## src/verilog/ptc_pkg.sv

```systemverilog
// constants, register map and pattern codes of the prbs test control block
package ptc_pkg;
  localparam int unsigned CLK_HZ = 100_000_000;
  localparam int unsigned ELAPSED_TICK_S = 2;
  localparam int unsigned ELAPSED_TICK_CYCLES = ELAPSED_TICK_S * CLK_HZ;

  localparam int unsigned WB_ADR_W = 18;
  localparam int unsigned WB_DAT_W = 32;
  localparam int unsigned REG_W = 16;

  // register indices; byte address is four times the index
  localparam logic [15:0] IDX_L0_CTRL = 16'hf030;
  localparam logic [15:0] IDX_L0_ERR_LO = 16'hf037;
  localparam logic [15:0] IDX_L0_ELAPSED = 16'hf03a;
  localparam logic [15:0] IDX_L1_CTRL = 16'hf040;
  localparam logic [15:0] IDX_L1_TX_LO = 16'hf041;
  localparam logic [15:0] IDX_L1_TX_MID = 16'hf042;
  localparam logic [15:0] IDX_L1_TX_HI = 16'hf043;
  localparam logic [15:0] IDX_L1_ERR_LO = 16'hf047;

  // control register fields of lane 1; lane 0 uses only the average, clear-on-read, counter reset and receive enable bits
  localparam int unsigned CTL_AVG_BIT = 14;
  localparam int unsigned CTL_COR_BIT = 13;
  localparam int unsigned CTL_LOCK_BIT = 8;
  localparam int unsigned CTL_IMM_BIT = 7;
  localparam int unsigned CTL_CRST_BIT = 6;
  localparam int unsigned CTL_TXEN_BIT = 5;
  localparam int unsigned CTL_RXEN_BIT = 4;
  localparam int unsigned CTL_PAT_LSB = 0;
  localparam int unsigned CTL_PAT_W = 4;

  localparam logic CTL_AVG_RST = 1'b1;
  localparam logic CTL_COR_RST = 1'b0;
  localparam logic CTL_FLAG_RST = 1'b0;
  localparam logic [15:0] CNT_RST = 16'h0000;

  localparam int unsigned TX_CNT_W = 48;
  localparam int unsigned ERR_CNT_W = 16;

  typedef enum logic [3:0] {
    PTC_PRBS31 = 4'b0000,
    PTC_PRBS7 = 4'b0001,
    PTC_PRBS9 = 4'b0010,
    PTC_PRBS23 = 4'b0011,
    PTC_PRBS31_INV = 4'b0100,
    PTC_PRBS7_INV = 4'b0101,
    PTC_PRBS9_INV = 4'b0110,
    PTC_PRBS23_INV = 4'b0111,
    PTC_PRBS15 = 4'b1000,
    PTC_PRBS15_INV = 4'b1001,
    PTC_UNUSED_A = 4'b1010,
    PTC_UNUSED_B = 4'b1011,
    PTC_HIGH_FREQ = 4'b1100,
    PTC_LOW_FREQ = 4'b1101,
    PTC_MIXED_FREQ = 4'b1110,
    PTC_SQUARE = 4'b1111
  } ptc_pattern_t;
endpackage : ptc_pkg

```

## src/verilog/ptc_counter.sv

```systemverilog
// event counter with synchronous clear; an event in the clear cycle counts
`timescale 1ns/100ps
module ptc_counter #(
  parameter int unsigned W = 16
) (
  input wire logic clk_i,
  input wire logic rst_i,
  input wire logic clr_i,
  input wire logic inc_i,
  output logic [W-1:0] cnt_o
);
  logic [W-1:0] cnt_r;

  always_ff @(posedge clk_i) begin
    if (rst_i) begin
      cnt_r <= '0;
    end else if (clr_i) begin
      // set wins over clear so no event is lost
      cnt_r <= inc_i ? W'(1) : '0;
    end else if (inc_i) begin
      cnt_r <= cnt_r + W'(1);
    end
  end

  assign cnt_o = cnt_r;
endmodule : ptc_counter

```

## src/verilog/ptc_top.sv

```systemverilog
// prbs test control: control registers and counters behind a wishbone slave
//
// Added by the designer: the Wishbone register port.
`timescale 1ns/100ps
module ptc_top #(
  parameter int unsigned TICK_CYCLES = ptc_pkg::ELAPSED_TICK_CYCLES
) (
  input wire logic clk_i,
  input wire logic rst_i,
  input wire logic soft_rst_i,
  input wire logic wb_cyc_i,
  input wire logic wb_stb_i,
  input wire logic wb_we_i,
  input wire logic [ptc_pkg::WB_ADR_W-1:0] wb_adr_i,
  input wire logic [3:0] wb_sel_i,
  input wire logic [ptc_pkg::WB_DAT_W-1:0] wb_dat_i,
  output logic [ptc_pkg::WB_DAT_W-1:0] wb_dat_o,
  output logic wb_ack_o,
  input wire logic tx_bit_i,
  input wire logic rx_bit_err_i,
  input wire logic rx_lock_i,
  input wire logic lane0_bit_err_i,
  output ptc_pkg::ptc_pattern_t pattern_sel_o,
  output logic tx_gen_en_o,
  output logic rx_chk_en_o,
  output logic avg_accumulate_o
);
  import ptc_pkg::*;

  localparam int unsigned PW = $clog2(TICK_CYCLES);

  // bus decode
  logic ack_r;
  logic [WB_DAT_W-1:0] dat_r;
  logic req;
  logic wr;
  logic rd;
  logic [15:0] idx;
  logic [REG_W-1:0] wmask;
  logic [REG_W-1:0] rdata;

  assign req = wb_cyc_i & wb_stb_i & ~ack_r;
  assign wr = req & wb_we_i;
  assign rd = req & ~wb_we_i;
  assign idx = wb_adr_i[WB_ADR_W-1:2];
  assign wmask = {{8{wb_sel_i[1]}}, {8{wb_sel_i[0]}}};

  // lane 1 control
  logic avg_r;
  logic cor_r;
  logic imm_r;
  logic crst_r;
  logic txen_r;
  logic rxen_r;
  logic [CTL_PAT_W-1:0] pat_r;
  // lane 0 control
  logic l0_avg_r;
  logic l0_cor_r;
  logic l0_crst_r;
  logic l0_run_r;

  logic [REG_W-1:0] l1_ctl_rd;
  logic [REG_W-1:0] l1_ctl_old;
  logic [REG_W-1:0] l1_ctl_nxt;
  logic [REG_W-1:0] l0_ctl_rd;
  logic [REG_W-1:0] l0_ctl_nxt;
  logic wr_l1_ctl;
  logic wr_l0_ctl;

  assign wr_l1_ctl = wr & (idx == IDX_L1_CTRL);
  assign wr_l0_ctl = wr & (idx == IDX_L0_CTRL);

  // pattern decode
  logic pat_known;
  logic pat_checkable;
  logic gen_act;
  logic chk_act;
  logic lock_s;

  always_comb begin
    pat_known = 1'b0;
    pat_checkable = 1'b0;
    // same decode at every line rate: no speed input reaches it
    unique case (ptc_pattern_t'(pat_r))
      PTC_PRBS31, PTC_PRBS7, PTC_PRBS9, PTC_PRBS23,
      PTC_PRBS31_INV, PTC_PRBS7_INV, PTC_PRBS9_INV, PTC_PRBS23_INV,
      PTC_PRBS15, PTC_PRBS15_INV: begin
        pat_known = 1'b1;
        pat_checkable = 1'b1;
      end
      PTC_HIGH_FREQ, PTC_LOW_FREQ, PTC_MIXED_FREQ: begin
        pat_known = 1'b1;
        pat_checkable = 1'b0;
      end
      PTC_SQUARE: begin
        pat_known = 1'b1;
        pat_checkable = 1'b1;
      end
      PTC_UNUSED_A, PTC_UNUSED_B: begin
        pat_known = 1'b0;
        pat_checkable = 1'b0;
      end
    endcase
  end

  assign gen_act = txen_r & pat_known;
  assign chk_act = rxen_r & pat_checkable;
  assign lock_s = chk_act & rx_lock_i;

  // write merge under byte enables; reserved bits are not stored
  always_comb begin
    l1_ctl_old = '0;
    l1_ctl_old[CTL_AVG_BIT] = avg_r;
    l1_ctl_old[CTL_COR_BIT] = cor_r;
    l1_ctl_old[CTL_IMM_BIT] = imm_r;
    l1_ctl_old[CTL_TXEN_BIT] = txen_r;
    l1_ctl_old[CTL_RXEN_BIT] = rxen_r;
    l1_ctl_old[CTL_PAT_LSB +: CTL_PAT_W] = pat_r;
    l1_ctl_nxt = (wb_dat_i[REG_W-1:0] & wmask) | (l1_ctl_old & ~wmask);
    l1_ctl_rd = l1_ctl_old;
    l1_ctl_rd[CTL_LOCK_BIT] = lock_s;
    l1_ctl_rd[CTL_CRST_BIT] = crst_r;
  end

  always_comb begin
    l0_ctl_rd = '0;
    l0_ctl_rd[CTL_AVG_BIT] = l0_avg_r;
    l0_ctl_rd[CTL_COR_BIT] = l0_cor_r;
    l0_ctl_rd[CTL_CRST_BIT] = l0_crst_r;
    l0_ctl_rd[CTL_RXEN_BIT] = l0_run_r;
    l0_ctl_nxt = (wb_dat_i[REG_W-1:0] & wmask) | (l0_ctl_rd & ~wmask);
  end

  // lane 1 control register
  always_ff @(posedge clk_i) begin
    if (rst_i) begin
      avg_r <= CTL_AVG_RST;
      cor_r <= CTL_COR_RST;
      imm_r <= CTL_FLAG_RST;
      txen_r <= CTL_FLAG_RST;
      rxen_r <= CTL_FLAG_RST;
      pat_r <= '0;
    end else if (soft_rst_i) begin
      // clear-on-read survives a software reset
      avg_r <= CTL_AVG_RST;
      imm_r <= CTL_FLAG_RST;
      txen_r <= CTL_FLAG_RST;
      rxen_r <= CTL_FLAG_RST;
      pat_r <= '0;
    end else if (wr_l1_ctl) begin
      avg_r <= l1_ctl_nxt[CTL_AVG_BIT];
      cor_r <= l1_ctl_nxt[CTL_COR_BIT];
      imm_r <= l1_ctl_nxt[CTL_IMM_BIT];
      txen_r <= l1_ctl_nxt[CTL_TXEN_BIT];
      rxen_r <= l1_ctl_nxt[CTL_RXEN_BIT];
      pat_r <= l1_ctl_nxt[CTL_PAT_LSB +: CTL_PAT_W];
    end
  end

  // counter reset bits stand one cycle, so every write of one is a rising edge
  always_ff @(posedge clk_i) begin
    if (rst_i || soft_rst_i) begin
      crst_r <= CTL_FLAG_RST;
      l0_crst_r <= CTL_FLAG_RST;
    end else begin
      crst_r <= wr_l1_ctl & l1_ctl_nxt[CTL_CRST_BIT] & ~crst_r;
      l0_crst_r <= wr_l0_ctl & l0_ctl_nxt[CTL_CRST_BIT] & ~l0_crst_r;
    end
  end

  // lane 0 control bits this block needs
  always_ff @(posedge clk_i) begin
    if (rst_i) begin
      l0_avg_r <= CTL_AVG_RST;
      l0_cor_r <= CTL_COR_RST;
      l0_run_r <= CTL_FLAG_RST;
    end else if (soft_rst_i) begin
      l0_avg_r <= CTL_AVG_RST;
      l0_run_r <= CTL_FLAG_RST;
    end else if (wr_l0_ctl) begin
      l0_avg_r <= l0_ctl_nxt[CTL_AVG_BIT];
      l0_cor_r <= l0_ctl_nxt[CTL_COR_BIT];
      l0_run_r <= l0_ctl_nxt[CTL_RXEN_BIT];
    end
  end

  // lane 1 transmit counter with snapshot of the upper words
  logic [TX_CNT_W-1:0] tx_cnt;
  logic [REG_W-1:0] tx_mid_r;
  logic [REG_W-1:0] tx_hi_r;
  logic rd_tx_lo;
  logic rd_tx_mid;
  logic rd_tx_hi;
  logic l1_clr;
  logic tx_clr;

  assign rd_tx_lo = rd & (idx == IDX_L1_TX_LO);
  assign rd_tx_mid = rd & (idx == IDX_L1_TX_MID);
  assign rd_tx_hi = rd & (idx == IDX_L1_TX_HI);
  assign l1_clr = soft_rst_i | crst_r;
  // with clear-on-read set, a low word read empties the live counter; upper words live on in the snapshot
  assign tx_clr = l1_clr | (cor_r & rd_tx_lo);

  ptc_counter #(
    .W(TX_CNT_W)
  ) u_tx_cnt (
    .clk_i(clk_i),
    .rst_i(rst_i),
    .clr_i(tx_clr),
    .inc_i(gen_act & tx_bit_i),
    .cnt_o(tx_cnt)
  );

  always_ff @(posedge clk_i) begin
    if (rst_i || l1_clr) begin
      tx_mid_r <= CNT_RST;
      tx_hi_r <= CNT_RST;
    end else if (rd_tx_lo) begin
      tx_mid_r <= tx_cnt[31:16];
      tx_hi_r <= tx_cnt[47:32];
    end else begin
      if (cor_r && rd_tx_mid) begin
        tx_mid_r <= CNT_RST;
      end
      if (cor_r && rd_tx_hi) begin
        tx_hi_r <= CNT_RST;
      end
    end
  end

  // lane 1 error counter
  logic [ERR_CNT_W-1:0] err_cnt;
  logic err_inc;

  assign err_inc = chk_act & rx_bit_err_i & (lock_s | imm_r);

  ptc_counter #(
    .W(ERR_CNT_W)
  ) u_err_cnt (
    .clk_i(clk_i),
    .rst_i(rst_i),
    .clr_i(l1_clr | (cor_r & rd & (idx == IDX_L1_ERR_LO))),
    .inc_i(err_inc),
    .cnt_o(err_cnt)
  );

  // lane 0 error count and elapsed timer
  logic l0_clr;
  logic rd_l0_err;
  logic rd_l0_el;
  logic [REG_W-1:0] l0_err_cnt;
  logic [REG_W-1:0] el_cnt;
  logic [REG_W-1:0] el_view_r;
  logic [PW-1:0] pre_r;
  logic tick;
  logic el_run;

  assign l0_clr = soft_rst_i | l0_crst_r;
  assign rd_l0_err = rd & (idx == IDX_L0_ERR_LO);
  assign rd_l0_el = rd & (idx == IDX_L0_ELAPSED);
  // timer stands still unless average accumulation is on
  assign el_run = l0_run_r & l0_avg_r;
  assign tick = el_run & (pre_r == PW'(TICK_CYCLES - 1));

  ptc_counter #(
    .W(REG_W)
  ) u_l0_err_cnt (
    .clk_i(clk_i),
    .rst_i(rst_i),
    .clr_i(l0_clr | (l0_cor_r & rd_l0_err)),
    .inc_i(l0_run_r & lane0_bit_err_i),
    .cnt_o(l0_err_cnt)
  );

  // prescaler gives a one-cycle enable every two seconds
  always_ff @(posedge clk_i) begin
    if (rst_i || l0_clr || !el_run || tick) begin
      pre_r <= '0;
    end else begin
      pre_r <= pre_r + PW'(1);
    end
  end

  ptc_counter #(
    .W(REG_W)
  ) u_el_cnt (
    .clk_i(clk_i),
    .rst_i(rst_i),
    .clr_i(l0_clr | (l0_cor_r & rd_l0_el)),
    .inc_i(tick),
    .cnt_o(el_cnt)
  );

  always_ff @(posedge clk_i) begin
    if (rst_i || l0_clr) begin
      el_view_r <= CNT_RST;
    end else if (rd_l0_err) begin
      el_view_r <= el_cnt;
    end else if (l0_cor_r && rd_l0_el) begin
      el_view_r <= CNT_RST;
    end
  end

  // read mux; unmapped addresses read zero and still acknowledge
  always_comb begin
    rdata = '0;
    unique case (idx)
      IDX_L0_CTRL: rdata = l0_ctl_rd;
      IDX_L0_ERR_LO: rdata = l0_err_cnt;
      IDX_L0_ELAPSED: rdata = el_view_r;
      IDX_L1_CTRL: rdata = l1_ctl_rd;
      IDX_L1_TX_LO: rdata = tx_cnt[15:0];
      IDX_L1_TX_MID: rdata = tx_mid_r;
      IDX_L1_TX_HI: rdata = tx_hi_r;
      IDX_L1_ERR_LO: rdata = err_cnt;
      default: rdata = '0;
    endcase
  end

  // one wait state: request taken on the edge where ack is low, ack next cycle
  always_ff @(posedge clk_i) begin
    if (rst_i) begin
      ack_r <= 1'b0;
      dat_r <= '0;
    end else begin
      ack_r <= req;
      if (rd) begin
        dat_r <= {16'h0000, rdata};
      end
    end
  end

  assign wb_ack_o = ack_r;
  assign wb_dat_o = dat_r;
  assign pattern_sel_o = ptc_pattern_t'(pat_r);
  assign tx_gen_en_o = gen_act;
  assign rx_chk_en_o = chk_act;
  assign avg_accumulate_o = avg_r;
endmodule : ptc_top

```

## config.mk

```make
export PLATFORM = sky130hd
export DESIGN_NAME = ptc_top
export DESIGN_NICKNAME = d
export VERILOG_FILES = /design/src/verilog/ptc_pkg.sv /design/src/verilog/ptc_counter.sv /design/src/verilog/ptc_top.sv
export SDC_FILE = /design/constraint.sdc
export NUM_CORES = 1
export LEC_CHECK = 0
export BUFFER_PORTS_ARGS = -buffer_cell sky130_fd_sc_hd__clkbuf_2
export CAP_MARGIN = 10
export CORE_MARGIN = 5
export CORE_UTILIZATION = 45
export CTS_CLUSTER_SIZE = 10
export DETAILED_ROUTE_END_ITERATION = 16
export PLACE_DENSITY_LB_ADDON = 0.05
export SLEW_MARGIN = 20
export SYNTH_ARGS = -nofsm -noshare
export SYNTH_HDL_FRONTEND = slang
export SYNTH_SLANG_ARGS = --single-unit
```

## constraint.sdc

```tcl
create_clock -name clk_i -period 4.1 [get_ports clk_i]
set_clock_uncertainty 0.1 [all_clocks]
set_input_delay 0.82 -clock clk_i [delete_from_list [all_inputs] [get_ports clk_i]]
set_output_delay 0.82 -clock clk_i [all_outputs]
set_load 0.01 [all_outputs]
```

After elaboration in Yosys (flattened, before gate mapping)
Memory sizes are Yosys's and may differ from the RTL's. A register that Yosys moved wholly into a read port is not among the register bits.
Index checks and enable logic that the tools add are counted.
Word-level totals
  bits in registers: 203
  output and inout bits: 40
  memories: 1
  bits in read-only memories: 32
  input port bits: 64
Cells by class
  add/subtract/negate cells: 5
  equality and inequality tests: 9
  reduce and logical (&&, ||, !) cells: 19
  bitwise logic cells: 47
  multiplexer cells: 21
Memory list
  (name not given): depth 16, width 2, read ports 1, clocked after memory_dff 1, write ports 0, RTL line ptc_top.sv:84  | unique case (ptc_pattern_t'(pat_r))
Operators with widths (number)
  $mux 16: 12
  $eq 16x16->1 const B: 8
  $pmux 16 s8: 1
  $mux 48: 2
  $add 16x1->16 const B: 3
  $add 48x1->48 const B: 1
  $and 15x15->15: 3
  $or 15x15->15: 2
  $and 1x1->1: 29
  $add 28x1->28 const B: 1
  $eq 28x28->1 const B: 1
  $not 15->15: 1
  $reduce_bool 2->1: 7
  $mux 4: 2
  $or 1x1->1: 7
  $logic_or 1x1->1: 5
  $not 1->1: 5
  $mux 1: 4
  $reduce_and 2->1: 2
  $logic_and 1x1->1: 3
  $reduce_or 2->1: 1
  $logic_not 1->1: 1

Depth between registers and ports, before layout
  depth in word-level cells: 7
  depth in mapped cells: 8

Modules after synthesis
Synthesis repeated with hierarchy kept, for this count alone.
Second synthesis, totals
  cell total of the unflattened synthesis: 1127
  area total of the unflattened synthesis: 9755.6 µm²
By module, submodules not included
  ptc_top: seq. area each 2182.1 µm², instances 1, area each 5271.3 µm², cells an instance 598
  ptc_counter (u_tx_cnt): seq. area each 960.9 µm², instances 1, area each 2303.5 µm², cells an instance 274
  ptc_counter (u_el_cnt ...): seq. area each 320.3 µm², instances 3, area each 726.9 µm², cells an instance 85

Worst setup path after synthesis
OpenSTA, ideal clock, no wires.
  path kind: input to register
  from: input wb_adr_i[11] (netlist bit)
  to: register el_view_r[12]
  path slack: 1193 ps
  arrival: 2690 ps
  cell stages on the path: 8
  required time: 3883 ps
  library setup time: 117 ps
  cell sequence: or4_1 > buf_2 > nor4_2 > buf_2 > a21oi_1 > o21a_1 > buf_2 > a22o_1
On the way
  word-level cells in the longest chain between the ends: 4
  elaborated cells between the ends (all ways): 7
  those cells by class: 2 x eq/ne; 1 x mux; 2 x bitwise; 2 x reduce/logical
RTL lines
  start, declared: RTL line ptc_top.sv:14  | input wire logic [ptc_pkg::WB_ADR_W-1:0] wb_adr_i,
  $eq 16x16->1: RTL line ptc_top.sv:260  | assign rd_l0_el = rd & (idx == IDX_L0_ELAPSED);
  $and 1x1->1: RTL line ptc_top.sv:260
  $logic_and 1x1->1: RTL line ptc_top.sv:299  | end else if (l0_cor_r && rd_l0_el) begin
  $reduce_bool 2->1 (no source line)
  end signal, assigned: RTL line ptc_top.sv:298  | el_view_r <= el_cnt;
  end, declared: RTL line ptc_top.sv:253  | logic [REG_W-1:0] el_view_r;
Several ways; a longest one is shown, not always the timed one.
A chain may end at the register's enable or synchronous reset.

Final worst setup path
  from: register u_tx_cnt.cnt_r[20], in the netlist u_tx_cnt.cnt_o[20]
  to: register u_tx_cnt.cnt_r[43], in the netlist u_tx_cnt.cnt_o[43]
On the way
  word-level cells in the longest chain between the ends: 3
RTL lines
  start, declared: RTL line ptc_counter.sv:12  | logic [W-1:0] cnt_r;
  start signal, assigned: RTL line ptc_counter.sv:19  | cnt_r <= inc_i ? W'(1) : '0;
  start signal, assigned: RTL line ptc_counter.sv:21  | cnt_r <= cnt_r + W'(1);
  $add 48x1->48: RTL line ptc_counter.sv:21
  $mux 48: RTL line ptc_counter.sv:20  | end else if (inc_i) begin
  $mux 48: RTL line ptc_counter.sv:17  | end else if (clr_i) begin
No other way between the ends. The select of a mux whose other input is x is not followed.

==> results.sh <==
export IMPL_synth_area_top_cells="dfxtp_1 43%, nor2_1 6.1%, a22o_1 5.8%"
export IMPL_synthArstFlopShare_pct=0
export IMPL_critPathRequiredTime_ps=4430
export IMPL_synth_area_leader_cell="dfxtp_1"
export IMPL_drt_iter0_drc=704
export IMPL_post_cts_buffers=0
export IMPL_synth_edf_count=0
export IMPL_die_y_um=155
export IMPL_ctsHoldBuffers=0
export IMPL_vias=8256
export IMPL_power_density_nw_per_um2=378
export IMPL_gp_congestion=0.930
export IMPL_die_x_um=155
export IMPL_status="finished, final reports clean"
export IMPL_htree_levels=1
export IMPL_drive_gt1_share_pct=11.7
export IMPL_diodes=0
export IMPL_netlist_cell_type_count=60
export IMPL_setup_violations=0
export IMPL_finalHoldViolations=0
export IMPL_viasPerCell=5.77
export IMPL_ctsRootBufferMaster="clkbuf_16"
export IMPL_grtUsageTotal_pct=22.7
export IMPL_antenna_found_initial=0
export IMPL_setup_slack_ps=1150
export IMPL_fmax_ghz=0.339
export IMPL_relSlewSlack_pct=44.3
export IMPL_drt_antenna_violating_nets=0
export IMPL_cp_start_kind="register"
export IMPL_core_area_sq_um=20900
export IMPL_yosys_register_bits=205
export IMPL_drc=0
export IMPL_start_util_pct=45.3
export IMPL_tns_ps=0
export IMPL_finalCriticalPeriod_ps=2950
export IMPL_gr_total_overflow=0
export IMPL_synthFlopType="dfxtp_1"
export IMPL_synthCells=1080
export IMPL_dieArea_sq_um=24000
export IMPL_clkLatencyLatePin_ps=520
export IMPL_cts_resized=0
export IMPL_wl_per_cell_um=19.5
export IMPL_leakagePower_nw=3.56
export IMPL_crit_arrival_ps=3290
export IMPL_clkSinkCount=205
export IMPL_drt_wl_total_um=27900
export IMPL_final_common_cell="dfxtp_1"
export IMPL_pre_cts_ws_ps=747
export IMPL_portBuffers=61
export IMPL_cts_tree="built"
export IMPL_whs_ps=377
export IMPL_fin_nets=1219
export IMPL_clkTransAtPathRegs_ps=50
export IMPL_ir_drop_mv=0.258
export IMPL_worstMarginPinSlew_ps=829
export IMPL_p_total_mw=4.07
export IMPL_yosysSeqAreaShare_pct=43.3
export IMPL_path_class="reg2reg"
export IMPL_firstDrtPassIters=8
export IMPL_row_count=53
export IMPL_grt_pass1_vias=7579
export IMPL_final_cell_mix="205 x dfxtp_1, 154 x nor2_1, 101 x nand2_1"
export IMPL_syn_to_final_growth_pct=13.8
export IMPL_rsz0062_at_grt="false"
export IMPL_clock_path_buffers=3
export IMPL_numCtsBuffers=25
export IMPL_yosys_area_top_type_share_pct=43.3
export IMPL_grt_max_degree=48
export IMPL_grt_first_pass_wirelength_um=43700
export IMPL_syn_area_per_cell_sq_um=8.77
export IMPL_crit_path_end_kind="register"
export IMPL_syn_area_sq_um=9470
export IMPL_cap_viol_max_count=0
export IMPL_place_hpwl_um=20700
export IMPL_min_path_type="reg2reg"
export IMPL_ys_warn_count=0
export IMPL_drv_slew=0
export IMPL_io_pins=104
export IMPL_finalCritPeriodShare_pct=72.0
export IMPL_cp_max_fo=11
per-layer routing:
layer / up-vias / share of wire, % / global-route usage (%)
met5: - / 0 / 0
li1: 4026 / - / -
met1: 3900 / 49 / 34.6
met2: 275 / 42 / 32.8
met4: 0 / 2.6 / 6.22
met3: 55 / 7.2 / 4.06
path summary, 6_finish.rpt:
path                                                      start                               to  slack, ps  cells after the start
worst max-delay path            u_tx_cnt.cnt_o[20]$_SDFFE_PP0P_  u_tx_cnt.cnt_o[43]$_SDFFE_PP0P_       1150                      6
worst min-delay path            u_tx_cnt.cnt_o[47]$_SDFFE_PP0P_         tx_hi_r[15]$_SDFFE_PP0P_        380                      1
worst max register to register  u_tx_cnt.cnt_o[20]$_SDFFE_PP0P_  u_tx_cnt.cnt_o[43]$_SDFFE_PP0P_       1150                      6
worst min register to register  u_tx_cnt.cnt_o[47]$_SDFFE_PP0P_         tx_hi_r[15]$_SDFFE_PP0P_        380                      1
registers in the layout (all words and copies together), names as in the netlist, named ones only:
| register | count |
|---|---|
| crst_r | 1 |
| el_view_r | 16 |
| l0_crst_r | 1 |
| pat_checkable | 1 |
| pat_known | 1 |
| pattern_sel_o | 4 |
| pre_r | 28 |
| tx_hi_r | 16 |
| tx_mid_r | 16 |
| u_el_cnt.cnt_o | 16 |
| u_err_cnt.cnt_o | 16 |
| u_l0_err_cnt.cnt_o | 16 |
| u_tx_cnt.cnt_o | 48 |
| wb_ack_o | 1 |
| wb_dat_o | 16 |
cell type report:
cell class	count	area, sq um
Fill cell	1985	10100
Multi-Input combinational cell	820	5090
Sequential cell	205	4100
Clock buffer	32	682
Timing Repair Buffer	87	513
Tap cell	275	344
Inverter	11	41.3
Clock inverter	1	7.51
cells in the mapped netlist (all sizes together), types with 8 or more instances:
master  instances
a22o           63
or3             9
and4           10
and3           19
a222oi         13
nor2          154
nand2         101
dfxtp         205
nand4          49
inv            11
nor4           24
o21ai          17
a211oi          9
a22oi          19
xnor2          56
nand3          53
a31oi           8
a21oi          37
buf            32
clkbuf         27
xor2           54
nor3b           8
nor3           35
cells by family (layout without fill, tap and decap cells):
kind of cell               after synthesis  after routing  share of synthesized area, %
xor gates and xnor gates               110            110                          10.2
and+or+nand+nor                        500            500                          27.3
muxes                                    3              3                         0.317
AOI/OAI and AO/OA                      186            186                          14.6
DFF                                    205            205                          43.3
other                                    1             16                        0.0396
buffers and inverters                   70            131                          3.61
adders and majority gates                5              5                         0.661
stage by stage:
step                area (sq um)  util [%]  std cells
finish                     10800      51.6       1431
global route               10800      51.6       1431
CTS                        10800      51.6       1431
detailed placement         10100      48.3       1398
global placement           10100      48.3       1398
floorplan                   9530         -       1095
report_power, final:
group | internal [mW] | switching (mW) | total, mW
Sequential | 1.99 | 0.000137 | 1.99
Clock | 1.14 | 0.812 | 1.95
Combinational | 0.0334 | 0.0935 | 0.127
Total | 3.17 | 0.905 | 4.07
critical path, stage by stage, from the launching register on:
cell     delay, ps
dfxtp_1        450
nand4_1        210
nor3_1         470
nand4_1        650
or3_1          560
or3_1          310
a21oi_1        140
Power figures use the tool's default switching activity.
